### src/rtl/param_handler_pkg.sv
// Package for the serial parameter handler: parameter numbers, reply codes, fault codes, state codes.
// Assumes a parameter-level request stream from an already decoded serial frame.
package param_handler_pkg;

   // Parameter numbers
   localparam logic [9:0] PAR_START_REQUEST      = 10'h384;
   localparam logic [9:0] PAR_STOP_REQUEST       = 10'h385;
   localparam logic [9:0] PAR_FORWARD_REQUEST    = 10'h386;
   localparam logic [9:0] PAR_REVERSE_REQUEST    = 10'h387;
   localparam logic [9:0] PAR_COMMAND_SOURCE     = 10'h388;
   localparam logic [9:0] PAR_USER_INPUT         = 10'h389;
   localparam logic [9:0] PAR_FAULT_CLEAR        = 10'h38E;
   localparam logic [9:0] PAR_HW_FAULT_PRESENT   = 10'h38F;
   localparam logic [9:0] PAR_SW_FAULT_PRESENT   = 10'h390;
   localparam logic [9:0] PAR_HW_FAULT_FORCE     = 10'h391;
   localparam logic [9:0] PAR_SW_FAULT_FORCE     = 10'h392;
   localparam logic [9:0] PAR_MOTOR_ENERGIZED    = 10'h393;
   localparam logic [9:0] PAR_DRIVE_STATE        = 10'h394;
   localparam logic [9:0] PAR_START_PRESENT      = 10'h395;
   localparam logic [9:0] PAR_DIRECTION          = 10'h396;
   localparam logic [9:0] PAR_INCH_MODE          = 10'h397;
   localparam logic [9:0] PAR_ANALOG_SOURCE      = 10'h398;
   localparam logic [9:0] PAR_PRESET_INDEX       = 10'h399;
   localparam logic [9:0] PAR_GROUP_FIVE_FIRST   = 10'h1F4;
   localparam logic [9:0] PAR_GROUP_FIVE_LAST    = 10'h257;

   // Reply characters
   localparam logic [7:0] CHR_ACK                = 8'h06;
   localparam logic [7:0] CHR_NAK                = 8'h15;
   localparam logic [7:0] CHR_ETX                = 8'h03;
   localparam logic [7:0] CHR_CTRL_LIMIT         = 8'h20;

   // Hardware fault codes
   localparam logic [15:0] HWF_NONE              = 16'h0000;
   localparam logic [15:0] HWF_PEAK_CURRENT      = 16'h0001;
   localparam logic [15:0] HWF_AMBIENT_TEMP      = 16'h0002;
   localparam logic [15:0] HWF_HEATSINK_TEMP     = 16'h0004;
   localparam logic [15:0] HWF_OVERCURRENT       = 16'h0008;
   localparam logic [15:0] HWF_LOGIC_SUPPLY      = 16'h0010;
   localparam logic [15:0] HWF_EXTERNAL          = 16'h0020;
   localparam logic [15:0] HWF_WATCHDOG_FAULT    = 16'h0040;
   localparam logic [15:0] HWF_FEEDBACK_CARD     = 16'h0100;
   localparam logic [15:0] HWF_VALID_MASK        = 16'h017F;

   // Software fault codes
   localparam logic [15:0] SWF_NONE              = 16'h0000;
   localparam logic [15:0] SWF_MEMORY_CHECK      = 16'h0001;
   localparam logic [15:0] SWF_CURRENT_RUNAWAY   = 16'h0002;
   localparam logic [15:0] SWF_MOTOR_RUNAWAY     = 16'h0008;
   localparam logic [15:0] SWF_UNWIRED_MOTOR     = 16'h0010;
   localparam logic [15:0] SWF_CURRENT_LOOP      = 16'h0020;
   localparam logic [15:0] SWF_OVERVOLT_REGEN    = 16'h0040;
   localparam logic [15:0] SWF_OVERVOLT_TRIP     = 16'h0080;
   localparam logic [15:0] SWF_BRAKING           = 16'h0100;
   localparam logic [15:0] SWF_MARKER            = 16'h0200;
   localparam logic [15:0] SWF_HW_SENSE          = 16'h0400;
   localparam logic [15:0] SWF_MEMORY_OUT        = 16'h1000;
   localparam logic [15:0] SWF_UNDERVOLT         = 16'h2000;
   localparam logic [15:0] SWF_SERIAL_RECEIVE    = 16'h4000;
   localparam logic [15:0] SWF_DIRECTION         = 16'h8000;
   localparam logic [15:0] SWF_VALID_MASK        = 16'hF7FB;

   // Drive state codes
   localparam logic [7:0] STC_STOPPED            = 8'h00;
   localparam logic [7:0] STC_JOG_STOP           = 8'h01;
   localparam logic [7:0] STC_TUNING             = 8'h12;
   localparam logic [7:0] STC_UNUSED             = 8'h0D;
   localparam logic [7:0] STC_LAST               = 8'h12;

   // Value limits
   localparam logic [31:0] VAL_BOOL_MAX          = 32'h0000_0001;
   localparam logic [31:0] VAL_CODE_MAX          = 32'h0000_FFFF;

   // Momentary action length, in clock cycles
   localparam int unsigned PULSE_CYCLES          = 4;
   localparam logic [3:0]  PULSE_COUNT           = 4'(PULSE_CYCLES);

   typedef struct packed
   {
      logic        write;
      logic [9:0]  number;
      logic [31:0] value;
      logic        frame_ok;
   } param_req_t;

   typedef struct packed
   {
      logic        is_write;
      logic        ok;
      logic [7:0]  reply;
      logic [31:0] value;
      logic [7:0]  check;
   } param_rsp_t;

   typedef struct packed
   {
      logic       motor_energized;
      logic       start_present;
      logic       inch_mode;
      logic       remote_analog;
      logic [1:0] preset_inputs;
      logic [7:0] state_code;
      logic       running;
   } drive_status_t;

   typedef enum logic [1:0]
   {
      ST_INIT = 2'b00,
      ST_IDLE = 2'b01,
      ST_RESP = 2'b10
   } handler_state_t;

endpackage

### src/rtl/drive_serial_parameter_handler.sv
// Parameter handler behind the drive's serial link: control, fault and readout parameters.
// Assumes framing, addressing and log-on are decoded upstream; one request per req_valid pulse.
`timescale 1ns/1ns
module drive_serial_parameter_handler
   import param_handler_pkg::*;
(
   input  wire logic          ref_clk_in,
   input  wire logic          rst_n_in,
   input  wire param_req_t    req_in,
   input  wire logic          req_valid_in,
   input  wire logic [7:0]    req_check_in,
   input  wire logic [7:0]    par_chars_xor_in,
   input  wire logic [7:0]    val_chars_xor_in,
   input  wire logic [31:0]   group_five_value_in,
   input  wire drive_status_t status_in,
   input  wire logic [15:0]   hw_fault_in,
   input  wire logic [15:0]   sw_fault_in,
   input  wire logic          reverse_terminal_in,
   input  wire logic          remote_terminal_in,
   input  wire logic          user_terminal_in,
   input  wire logic          start_done_in,
   input  wire logic          stop_done_in,
   input  wire logic          direction_done_in,
   input  wire logic          fault_clear_done_in,
   output param_rsp_t         rsp_out,
   output logic               rsp_valid_out,
   output logic [9:0]         group_five_number_out,
   output logic               start_terminal_out,
   output logic               run_permission_terminal_out,
   output logic               reverse_terminal_out,
   output logic               remote_terminal_out,
   output logic               user_terminal_out,
   output logic               fault_clear_terminal_out,
   output logic [15:0]        hw_fault_force_out,
   output logic [15:0]        sw_fault_force_out,
   output logic               display_readout_out
);

   ////////////////////////////////////////////////////////////////////////////
   // State
   handler_state_t state_q;
   handler_state_t state_d;
   logic           start_pend_q;
   logic           stop_pend_q;
   logic           fwd_pend_q;
   logic           rev_pend_q;
   logic           clr_pend_q;
   logic           reverse_q;
   logic           remote_q;
   logic           user_q;
   logic [3:0]     start_cnt_q;
   logic [3:0]     stop_cnt_q;
   logic [3:0]     clr_cnt_q;
   logic [3:0]     hwf_cnt_q;
   logic [3:0]     swf_cnt_q;
   logic [15:0]    hwf_force_q;
   logic [15:0]    swf_force_q;
   param_rsp_t     rsp_q;
   logic           rsp_valid_q;

   ////////////////////////////////////////////////////////////////////////////
   // Decode
   wire logic [9:0]  num      = req_in.number;
   wire logic [31:0] val      = req_in.value;
   wire logic        is_one   = (val == VAL_BOOL_MAX);
   wire logic        is_bool  = (val <= VAL_BOOL_MAX);
   wire logic        take     = req_valid_in && (state_q == ST_IDLE);
   wire logic        is_grp5  = (num >= PAR_GROUP_FIVE_FIRST) && (num <= PAR_GROUP_FIVE_LAST);
   wire logic        wr_ctrl  = (num == PAR_START_REQUEST) || (num == PAR_STOP_REQUEST) ||
                                (num == PAR_FORWARD_REQUEST) || (num == PAR_REVERSE_REQUEST) ||
                                (num == PAR_COMMAND_SOURCE) || (num == PAR_USER_INPUT) ||
                                (num == PAR_FAULT_CLEAR);
   wire logic        wr_force = (num == PAR_HW_FAULT_FORCE) || (num == PAR_SW_FAULT_FORCE);
   wire logic        hw_code_ok = ((val[15:0] & ~HWF_VALID_MASK) == 16'h0000) &&
                                  ((val[15:0] & (val[15:0] - 16'h0001)) == 16'h0000);
   wire logic        sw_code_ok = ((val[15:0] & ~SWF_VALID_MASK) == 16'h0000) &&
                                  ((val[15:0] & (val[15:0] - 16'h0001)) == 16'h0000);
   wire logic        range_ok = wr_ctrl ? is_bool :
                                (num == PAR_HW_FAULT_FORCE) ? (val <= VAL_CODE_MAX) && hw_code_ok :
                                (val <= VAL_CODE_MAX) && sw_code_ok;
   // Source and user emulation change terminal state, so they are locked while running
   wire logic        run_lock = status_in.running &&
                                ((num == PAR_COMMAND_SOURCE) || (num == PAR_USER_INPUT));
   wire logic        wr_ok    = req_in.frame_ok && (wr_ctrl || wr_force) && range_ok && !run_lock;
   wire logic        wr_go    = take && req_in.write && wr_ok;
   wire logic        wr_one   = wr_go && is_one;

   ////////////////////////////////////////////////////////////////////////////
   // Read mux
   logic [31:0] rd_val;
   logic        rd_ok;
   always_comb
   begin
      rd_ok = 1'b1;
      case (num)
         PAR_START_REQUEST    : rd_val = {31'h0, start_pend_q};
         PAR_STOP_REQUEST     : rd_val = {31'h0, stop_pend_q};
         PAR_FORWARD_REQUEST  : rd_val = {31'h0, fwd_pend_q};
         PAR_REVERSE_REQUEST  : rd_val = {31'h0, rev_pend_q};
         PAR_FAULT_CLEAR      : rd_val = {31'h0, clr_pend_q};
         PAR_HW_FAULT_PRESENT : rd_val = {16'h0, hw_fault_in | hwf_force_q};
         PAR_SW_FAULT_PRESENT : rd_val = {16'h0, sw_fault_in | swf_force_q};
         PAR_MOTOR_ENERGIZED  : rd_val = {31'h0, status_in.motor_energized};
         PAR_DRIVE_STATE      : rd_val = {24'h0, status_in.state_code};
         PAR_START_PRESENT    : rd_val = {31'h0, status_in.start_present};
         PAR_DIRECTION        : rd_val = {31'h0, reverse_q};
         PAR_INCH_MODE        : rd_val = {31'h0, status_in.inch_mode};
         PAR_ANALOG_SOURCE    : rd_val = {31'h0, status_in.remote_analog};
         PAR_PRESET_INDEX     : rd_val = {30'h0, status_in.preset_inputs} + 32'h0000_0001;
         default              :
         begin
            rd_val = group_five_value_in;
            rd_ok  = is_grp5;
         end
      endcase
   end

   ////////////////////////////////////////////////////////////////////////////
   // Block check
   wire logic [7:0] chk_raw = par_chars_xor_in ^ val_chars_xor_in ^ CHR_ETX;
   wire logic [7:0] chk     = (chk_raw < CHR_CTRL_LIMIT) ? (chk_raw + CHR_CTRL_LIMIT) : chk_raw;

   ////////////////////////////////////////////////////////////////////////////
   // Response
   param_rsp_t rsp_d;
   always_comb
   begin
      rsp_d.is_write = req_in.write;
      rsp_d.ok       = req_in.write ? wr_ok : rd_ok;
      rsp_d.reply    = wr_ok ? CHR_ACK : CHR_NAK;
      rsp_d.value    = req_in.write ? 32'h0 : rd_val;
      rsp_d.check    = chk;
   end

   always_comb
   begin
      case (state_q)
         ST_INIT : state_d = ST_IDLE;
         ST_IDLE : state_d = req_valid_in ? ST_RESP : ST_IDLE;
         ST_RESP : state_d = ST_IDLE;
         default : state_d = ST_IDLE;
      endcase
   end

   wire logic w_start = wr_one && (num == PAR_START_REQUEST);
   wire logic w_stop  = wr_one && (num == PAR_STOP_REQUEST);
   wire logic w_fwd   = wr_one && (num == PAR_FORWARD_REQUEST);
   wire logic w_rev   = wr_one && (num == PAR_REVERSE_REQUEST);
   wire logic w_src   = wr_go && (num == PAR_COMMAND_SOURCE);
   wire logic w_user  = wr_go && (num == PAR_USER_INPUT);
   wire logic w_clr   = wr_one && (num == PAR_FAULT_CLEAR);
   wire logic w_hwf   = wr_go && (num == PAR_HW_FAULT_FORCE);
   wire logic w_swf   = wr_go && (num == PAR_SW_FAULT_FORCE);

   ////////////////////////////////////////////////////////////////////////////
   // Registers
   always_ff @(posedge ref_clk_in or negedge rst_n_in)
   begin
      if (!rst_n_in)
      begin
         state_q     <= ST_INIT;
         rsp_q       <= '0;
         rsp_valid_q <= 1'b0;
      end
      else
      begin
         state_q     <= state_d;
         rsp_valid_q <= take;
         if (take)
            rsp_q <= rsp_d;
      end
   end

   // Pending flags: a new write wins over a completion in the same cycle
   always_ff @(posedge ref_clk_in or negedge rst_n_in)
   begin
      if (!rst_n_in)
      begin
         start_pend_q <= 1'b0;
         stop_pend_q  <= 1'b0;
         fwd_pend_q   <= 1'b0;
         rev_pend_q   <= 1'b0;
         clr_pend_q   <= 1'b0;
      end
      else
      begin
         start_pend_q <= w_start | (start_pend_q & ~start_done_in);
         stop_pend_q  <= w_stop  | (stop_pend_q  & ~stop_done_in);
         fwd_pend_q   <= w_fwd   | (fwd_pend_q   & ~direction_done_in);
         rev_pend_q   <= w_rev   | (rev_pend_q   & ~direction_done_in);
         clr_pend_q   <= w_clr   | (clr_pend_q   & ~fault_clear_done_in);
      end
   end

   // Latched terminal emulation, loaded from terminal levels on the first clock after reset
   always_ff @(posedge ref_clk_in or negedge rst_n_in)
   begin
      if (!rst_n_in)
      begin
         reverse_q <= 1'b0;
         remote_q  <= 1'b0;
         user_q    <= 1'b0;
      end
      else if (state_q == ST_INIT)
      begin
         reverse_q <= reverse_terminal_in;
         remote_q  <= remote_terminal_in;
         user_q    <= user_terminal_in;
      end
      else
      begin
         if (w_fwd)
            reverse_q <= 1'b0;
         else if (w_rev)
            reverse_q <= 1'b1;
         if (w_src)
            remote_q <= val[0];
         if (w_user)
            user_q <= val[0];
      end
   end

   // Momentary pulse counters
   always_ff @(posedge ref_clk_in or negedge rst_n_in)
   begin
      if (!rst_n_in)
      begin
         start_cnt_q <= 4'h0;
         stop_cnt_q  <= 4'h0;
         clr_cnt_q   <= 4'h0;
         hwf_cnt_q   <= 4'h0;
         swf_cnt_q   <= 4'h0;
         hwf_force_q <= HWF_NONE;
         swf_force_q <= SWF_NONE;
      end
      else
      begin
         start_cnt_q <= w_start ? PULSE_COUNT : start_cnt_q - {3'h0, |start_cnt_q};
         stop_cnt_q  <= w_stop  ? PULSE_COUNT : stop_cnt_q  - {3'h0, |stop_cnt_q};
         clr_cnt_q   <= w_clr   ? PULSE_COUNT : clr_cnt_q   - {3'h0, |clr_cnt_q};
         hwf_cnt_q   <= w_hwf   ? PULSE_COUNT : hwf_cnt_q   - {3'h0, |hwf_cnt_q};
         swf_cnt_q   <= w_swf   ? PULSE_COUNT : swf_cnt_q   - {3'h0, |swf_cnt_q};
         if (w_hwf)
            hwf_force_q <= val[15:0];
         else if (hwf_cnt_q == 4'h1)
            hwf_force_q <= HWF_NONE;
         if (w_swf)
            swf_force_q <= val[15:0];
         else if (swf_cnt_q == 4'h1)
            swf_force_q <= SWF_NONE;
      end
   end

   // Output flops
   logic       start_t_q;
   logic       runperm_t_q;
   logic       clr_t_q;
   logic [9:0] grp_num_q;
   always_ff @(posedge ref_clk_in or negedge rst_n_in)
   begin
      if (!rst_n_in)
      begin
         start_t_q   <= 1'b0;
         runperm_t_q <= 1'b1;
         clr_t_q     <= 1'b0;
         grp_num_q   <= 10'h000;
      end
      else
      begin
         start_t_q   <= w_start | (|start_cnt_q & (start_cnt_q != 4'h1));
         runperm_t_q <= ~(w_stop | (|stop_cnt_q & (stop_cnt_q != 4'h1)));
         clr_t_q     <= w_clr | (|clr_cnt_q & (clr_cnt_q != 4'h1));
         grp_num_q   <= num;
      end
   end

   assign rsp_out                     = rsp_q;
   assign rsp_valid_out               = rsp_valid_q;
   assign group_five_number_out       = grp_num_q;
   assign start_terminal_out          = start_t_q;
   assign run_permission_terminal_out = runperm_t_q;
   assign reverse_terminal_out        = reverse_q;
   assign remote_terminal_out         = remote_q;
   assign user_terminal_out           = user_q;
   assign fault_clear_terminal_out    = clr_t_q;
   assign hw_fault_force_out          = hwf_force_q;
   assign sw_fault_force_out          = swf_force_q;
   assign display_readout_out         = 1'b0;

endmodule // drive_serial_parameter_handler

### config.mk
export PLATFORM = sky130hd
export DESIGN_NAME = drive_serial_parameter_handler
export DESIGN_NICKNAME = d
export VERILOG_FILES = /design/src/rtl/param_handler_pkg.sv /design/src/rtl/drive_serial_parameter_handler.sv
export SDC_FILE = /design/constraint.sdc
export NUM_CORES = 1
export LEC_CHECK = 0
export BUFFER_PORTS_ARGS = -buffer_cell sky130_fd_sc_hd__buf_2
export CAP_MARGIN = 10
export CORE_MARGIN = 2
export CORE_UTILIZATION = 52
export CTS_CLUSTER_DIAMETER = 100
export DETAILED_ROUTE_END_ITERATION = 12
export HOLD_SLACK_MARGIN = 0.12
export PLACE_DENSITY = 0.95
export SYNTH_ARGS = -nofsm -noshare
export SYNTH_HDL_FRONTEND = slang
export SYNTH_SLANG_ARGS = --single-unit
### constraint.sdc
create_clock -name ref_clk_in -period 2.9 [get_ports ref_clk_in]
set_input_delay 0.58 -clock ref_clk_in [delete_from_list [all_inputs] [get_ports ref_clk_in]]
set_output_delay 0.58 -clock ref_clk_in [all_outputs]
set_load 0.05 [all_outputs]
==> results of run 1 <==
## worst paths after layout
path	start	end	slack, ns	cells past startpoint
worst max-delay path	req_in[16]	clr_cnt_q[3]	0.48	7
worst min-delay path	fault_clear_done_in	clr_pend_q	0.34	2
worst max register to register	rsp_valid_out	clr_cnt_q[3]	0.54	6
worst min register to register	stop_cnt_q[3]	run_permission_terminal_out	0.45	1
max in group asynchronous	rst_n_in	sw_fault_force_out[5]	1.56	3
min in group asynchronous	rst_n_in	clr_cnt_q[1]	0.56	2
## sequential cells by signal, indices dropped and copies added, names as in the netlist, 4 cells and up
signal and count:
rsp_out 45, hw_fault_force_out 16, sw_fault_force_out 16, group_five_number_out 10, clr_cnt_q 4, hwf_cnt_q 4, start_cnt_q 4, stop_cnt_q 4
swf_cnt_q 4
## per-layer routing
layer	track usage, %	vias up	share of wire, %
met2	49.02	345	49
li1	-	2627	-
met4	10.70	2	2.5
met1	37.81	2697	39
met3	8.092	41	9.7
met5	0	-	0.055
## critical path: cells and delay by family
family	cells	cell delay, ns
AOI/OAI and AO/OA	2	0.56
buffers and inverters	1	0.12
and+or+nand+nor	4	1.45
## cell families after synthesis
| logic type | Yosys count |
|---|---|
| AO/OA/AOI/OAI | 126 |
| XOR/XNOR | 18 |
| adder cells (fa/ha/maj) | 11 |
| buffers and inverters | 66 |
| flip-flops | 120 |
| multiplexers | 28 |
| other | 1 |
| AND/OR/NAND/NOR | 227 |
## power by group through the flow
stage	Clock, mW	Combinational [mW]	Sequential, mW
final	2.08	1.07	1.88
after global routing	2.18	1.13	1.89
after CTS	2.10	1.07	1.87
after detailed placement	0	1.06	1.90
after global placement	0	1.05	1.89
after floorplan	0	0.264	2.34
## cell usage in the layout, fill, tap and decap left out, drive strengths merged, types with 3 or more instances in the layout
cell,n
a211o,4
a211oi,3
a21oi,9
a22o,32
a22oi,3
and2,6
and3,15
and4,3
buf,260
clkbuf,18
clkinv,5
clkinvlp,5
conb,5
dfrtp,119
ha,11
inv,37
mux2i,26
nand2,84
nand2b,5
nand3,14
nand3b,5
nand4,14
nor2,35
nor2b,8
nor3,7
nor4,9
o2111ai,3
o21ai,47
o22ai,3
or2,5
or4,7
xnor2,11
xor2,7
## final cells by class
type / count / area, sq um / share of cell area, %
Antenna cell: 1 / 2.502 / 0.03131
Multi-Input combinational cell: 415 / 2706 / 33.87
Sequential cell: 120 / 3004 / 37.59
Timing Repair Buffer: 261 / 1381 / 17.29
Clock buffer: 18 / 439.2 / 5.496
Tap cell: 143 / 178.9 / 2.239
Inverter: 35 / 131.4 / 1.644
Clock inverter: 14 / 147.6 / 1.848
## stage by stage
step | util, % | instances | instance area, sq um | hold slack [ns]
floorplan | - | 601 | 5996 | 0.2844
global placement | 65.30 | 973 | 7392 | 0.4327
detailed placement | 65.30 | 973 | 7392 | 0.4349
CTS | 70.57 | 1006 | 7989 | 0.3361
global route | 70.59 | 1007 | 7991 | 0.3238
finish | 70.59 | 1007 | 7991 | 0.3402
## what timing repair did
item	4_1_cts	5_1_grt
gates resized for setup	0	0
hold buffers	1	0
hold endpoints to repair	11	0
==> impl_results.md, run 1 <==
* Crit-path cells: buf_2 -> nor4_1 -> nand4_1 -> a2111oi_4 -> o21ai_1 -> or4b_4 -> and2_1
* CTS tree: yes
* Die width at between 100 and 150 um
* LEAKAGE at 4.301 nW
* Crit-path max FO at 6
* Residual DRC at 0
* Slowest-stage cell, CP: or4b_4
* Minimum clock period at about 2.4 ns
* Ports at about 260
* Largest net degree at the start of global routing at 68
* Synth cell types at 68
* Mapped Area at 0.005981 sq mm
* DRT Pass-1 Iters at 5
* RSZ-0062 raised after global routing: no
* Buffer count from post-CTS setup fixing at 0
* Yosys warns at 0
* VDD IR max at about 0.49 mV
* # fillers at 820
* Largest cells by area after synthesis: dfrtp_1, nand2_1, a22o_1
* Cell taking the most area after synthesis: dfrtp_1
* Crit-path max cell delay at 0.56 ns
* Post-synthesis xor/xnor area fraction at 2.636%
* Multiplexer area fraction after synthesis at around 4.7%
* Fin. max-slew vios at 0
* EDFF count, synth at 0
* Synth Area in Adders at 2.301%
* Hold Path Class: input port to flop
* Synth Area in Compound Gates at 15.19%
* First-pass GRT wire length at 28770 um
* Pre-CTS setup slack at 0.1135 ns
* Clk_lat worst skew at a little over 0.4 ns
* Critical Path RT at approximately 3.2 ns
* Status: finished, final reports clean
* Final RePlAce weighted congestion at 0.9468
* Syn_area_per_cell at between 10 and 15 sq um
* Max-Cap Viols at 0
* ANT nets after route at 0
* Asr flop ratio synth at 100.0%
* Die area at 0.01238 sq mm
* Max Fclk at 413.5 MHz
* Die height at 111.2 um
* Post-synthesis register bit count at 120
* Final period util at 83.39%
* Final worst setup slack at 0.4817 ns
* All-Layer GR Usage at between 20% and 30%
* Most frequent cell after synthesis: dfrtp_1
* Sequential share of power at 37.3%
* Crit path DAT at 2.72 ns
* DR iter-0 viols at 546
* Vias per std cell at 5.672
* Grt ovf at 0
* Crit. End Element: flop
* Clock Skew at between 0.009 and 0.01 ns
* Post-synth top cells: dfrtp_1, nand2_1, o21ai_0, inv_1, nor2_1
* Nets at 1018
* Clock Power Share at roughly two fifths
* Via Count at 5712
* Pwr Total at around 5.0 mW
* Max clock buf depth at 2
* Final setup fails at 0
* HPWL Detailed at 13890 um
* CTS root buffer: clkbuf_16
* Starting Density at 52.83%
* Primary FF master, synth: dfrtp_1
* Critical Path Start Type: input port
* Vias in the first global route at 5620
* Drt total wl at 18220 um
* Comb pwr share at 21.3%
* Clock sinks at between 100 and 150
* Post-Synth Simple-Gate Area at between 20 and 25%
* Pwr/cell area at approximately 630 mW/mm^2
* Area grow syn2layout at 33.62%
* Pint at ~3.4 mW
* Average wire per standard cell at 18.09 um
* # rows at 39
* Crit Path Class: input port to flop
* Switching Share at 32.43%
* Layout cell share with drive strength beyond 1 at 36.27%
* Hold Vio Cnt, Final at 0
* Setup TNS at 0 ns
* Worst slew margin at roughly 53%
* CTS clk-pin slew, worst paths at 0.06 ns
* Core area at between 0.01 and 0.015 sq mm
* H-tree depth at 4
* Number of I/O port buffers at 243
* Sequential share of the synthesized area at 50.23%
* Main combinational cell family by area after synthesis: simple AND/OR/NAND/NOR gates
* Net Switching at ~1.6 mW
* Post-synth top area share at 49.79%
* Num CTS Buffers at 17
* Mapped Cells at slightly below 600
* Initial antenna violation count at 2
* Worst slew pin tran at 0.6959 ns
Note: power is estimated with default switching activity, not from simulation.
==> inputs of run 2 (changes only) <==
Settings changed: CORE_UTILIZATION 52 to 43, PLACE_DENSITY 0.95 to 0.85.
Clock period 2.9 ns to 2.2 ns, I/O delays scaled along.
==> run 2 against run 1 <==
Net effect:
- clock skew is 0.0027 ns lower
- non-clock buffer count rose by 54
- critical path depth down 1
- die area up 20%
- combinational power grew 40%
- register-to-register slack lost 0.45 ns
- sequential share of layout area fell by 2.7 points
- wire length increased by 6.6%
- sequential cell count did not move
- worst hold slack got worse by 0.13 ns
- clock power rose by 43%
==> impl_results.md, run 2 (synthesis results as in run 1) <==
* H-tree depth at 4
* Comb pwr share at 21.6%
* Largest net degree at the start of global routing at 47
* Vias per std cell at 5.490
* Highest metal used: met4
* Dpl cells at 1064
* # rows at 43
* First-pass GRT wire length at 29540 um
* Pint at 4.806 mW
* Crit-path max cell delay at 0.55 ns
* Nets at about 1.1k
* Hold Vio Cnt, Final at 0
* Grt ovf at 0
* Final period util at 96.12%
* Hold Path Class: input port to flop
* Die height at 121.9 um
* Pwr/cell area at roughly 800 mW/mm^2
* Crit path DAT at approximately 2.4 ns
* Minimum clock period at 2.115 ns
* DRT Pass-1 Iters at 6
* DR iter-0 viols at about 530
* Number of I/O port buffers at 243
* Hold slack at 0.2070 ns
* Area grow syn2layout at 44.16%
* Final RePlAce weighted congestion at 0.9575
* CTS clk-pin slew, worst paths at about 0.05 ns
* Vias in the first global route at between 5k and 6k
* Die area at 0.01487 sq mm
* Worst slew pin tran at between 0.7 and 0.8 ns
* Status: finished, final reports clean
* Finished Layout Cells at 1097
* HPWL Detailed at 15090 um
* Critical Path RT at 2.50 ns
* Switching Share at 30.88%
* Wire length on met2 at 9420 um
* Max Fclk at about 470 MHz
* CTS root buffer: clkbuf_16
* Num CTS Buffers at 17
* VDD IR max at 0.5311 mV
* All-Layer GR Usage at 26.14%
* Layout cell share with drive strength beyond 1 at 40.68%
* Reg2reg setup slack at 0.09 ns
* N_diodes at 0
* Max-Cap Viols at 0
* Crit-path max FO at 6
* Net Switching at 2.148 mW
* Setup TNS at 0 ns
* Clk_lat worst skew at 0.41 ns
* ANT nets after route at 0
* LEAKAGE at 4.634 nW
* Drt total wl at 19410 um
* Die width at 121.9 um
* Pwr Total at 6.954 mW
* Wl on met1 at 7644 um
* # fillers at 1152
* CTS tree: yes
* Critical Path Start Type: flop
* Max clock buf depth at 2
* Crit Path Class: flop to flop
* Via Count at 6022
* Max reg flops at 45
* Crit. End Element: flop
* Clock Power Share at 42.9%
* Starting Density at 43.59%
* Worst slew margin at 48.26%
* WL met3 at 1678 um
* Fin. max-slew vios at 0
* Average wire per standard cell at 17.70 um
* Sequential share of power at between 30% and 40%
* Residual DRC at 0
* Clock sinks at 120
* Slowest-stage cell, CP: or4b_4
* Clock Skew at between 0.006 and 0.007 ns
* Initial antenna violation count at 0
* Commonest non-fill, non-tap cell in the layout: buf_2
* Core area at 0.01372 sq mm
* Ports at 257
* Crit-path cells: and3b_1 -> nand2_1 -> a311oi_4 -> o21ai_1 -> or4b_4 -> and2_1
* Final setup fails at 0
* RSZ-0062 raised after global routing: no
* Most frequent cells in the layout: buf_2, dfrtp_1, nand2_1
==> run 2: routing by layer <==
| metal | GRT usage [%] | vias to the layer above |
|---|---|---|
| met5 | 0 | - |
| met4 | 11.57 | 0 |
| met3 | 5.758 | 75 |
| met2 | 43.23 | 375 |
| met1 | 32.95 | 2840 |
| li1 | - | 2732 |
==> run 2: worst paths after layout <==
check | from | endpoint | cells past startpoint
setup / recovery | rsp_valid_out | clr_cnt_q[3] | 6
hold / removal | stop_done_in | stop_pend_q | 2
setup reg to reg | rsp_valid_out | clr_cnt_q[3] | 6
hold reg to reg | stop_cnt_q[3] | run_permission_terminal_out | 1
max in group asynchronous | rst_n_in | run_permission_terminal_out | 3
min in group asynchronous | rst_n_in | group_five_number_out[1] | 2
==> run 2: layout make-up <==
| type | instances | area, sq um | area share (%) |
|---|---|---|---|
| sequential | 120 | 3005 | 34.86 |
| clock inverter | 13 | 193.9 | 2.249 |
| timing repair buffer | 315 | 1849 | 21.45 |
| tap | 180 | 225.2 | 2.612 |
| multi-input combinational | 415 | 2764 | 32.06 |
| inverter | 35 | 131.4 | 1.524 |
| clock buffer | 19 | 452.9 | 5.253 |
==> run 2: power by group through the flow <==
stage          registers, mW  logic [mW]  clock network, mW
3_5_place_dp            2.51        1.49                  0
2_1_floorplan           3.08       0.353                  0
4_1_cts                 2.47        1.50               3.02
6_report                2.47        1.50               2.98
5_1_grt                 2.49        1.59               3.14
3_3_place_gp            2.50        1.47                  0
==> run 2: metrics by stage <==
stage	instance area (sq um)	worst slack [ns]	util, %
after CTS	8622	0.03835	62.85
after floorplan	6055	-0.02193	-
after detailed placement	7954	-0.3283	57.98
after global placement	7954	-0.2981	57.98
after global routing	8622	0.003786	62.85
final	8622	0.08539	62.85
==> run 2: timing repair <==
item,CTS,global route
buffers inserted,0,0
pin swaps,0,1
hold endpoints to repair,34,0
gates resized for setup,1,0
setup endpoints to repair,2,3
cloned,0,0
hold buffers,1,0
==> run 2: critical path: cells and delay by family, from the launching register on <==
kind | cells | cell delay, ns
AOI/OAI and AO/OA | 2 | 0.51
DFF | 1 | 0.42
and+or+nand+nor | 4 | 1.09
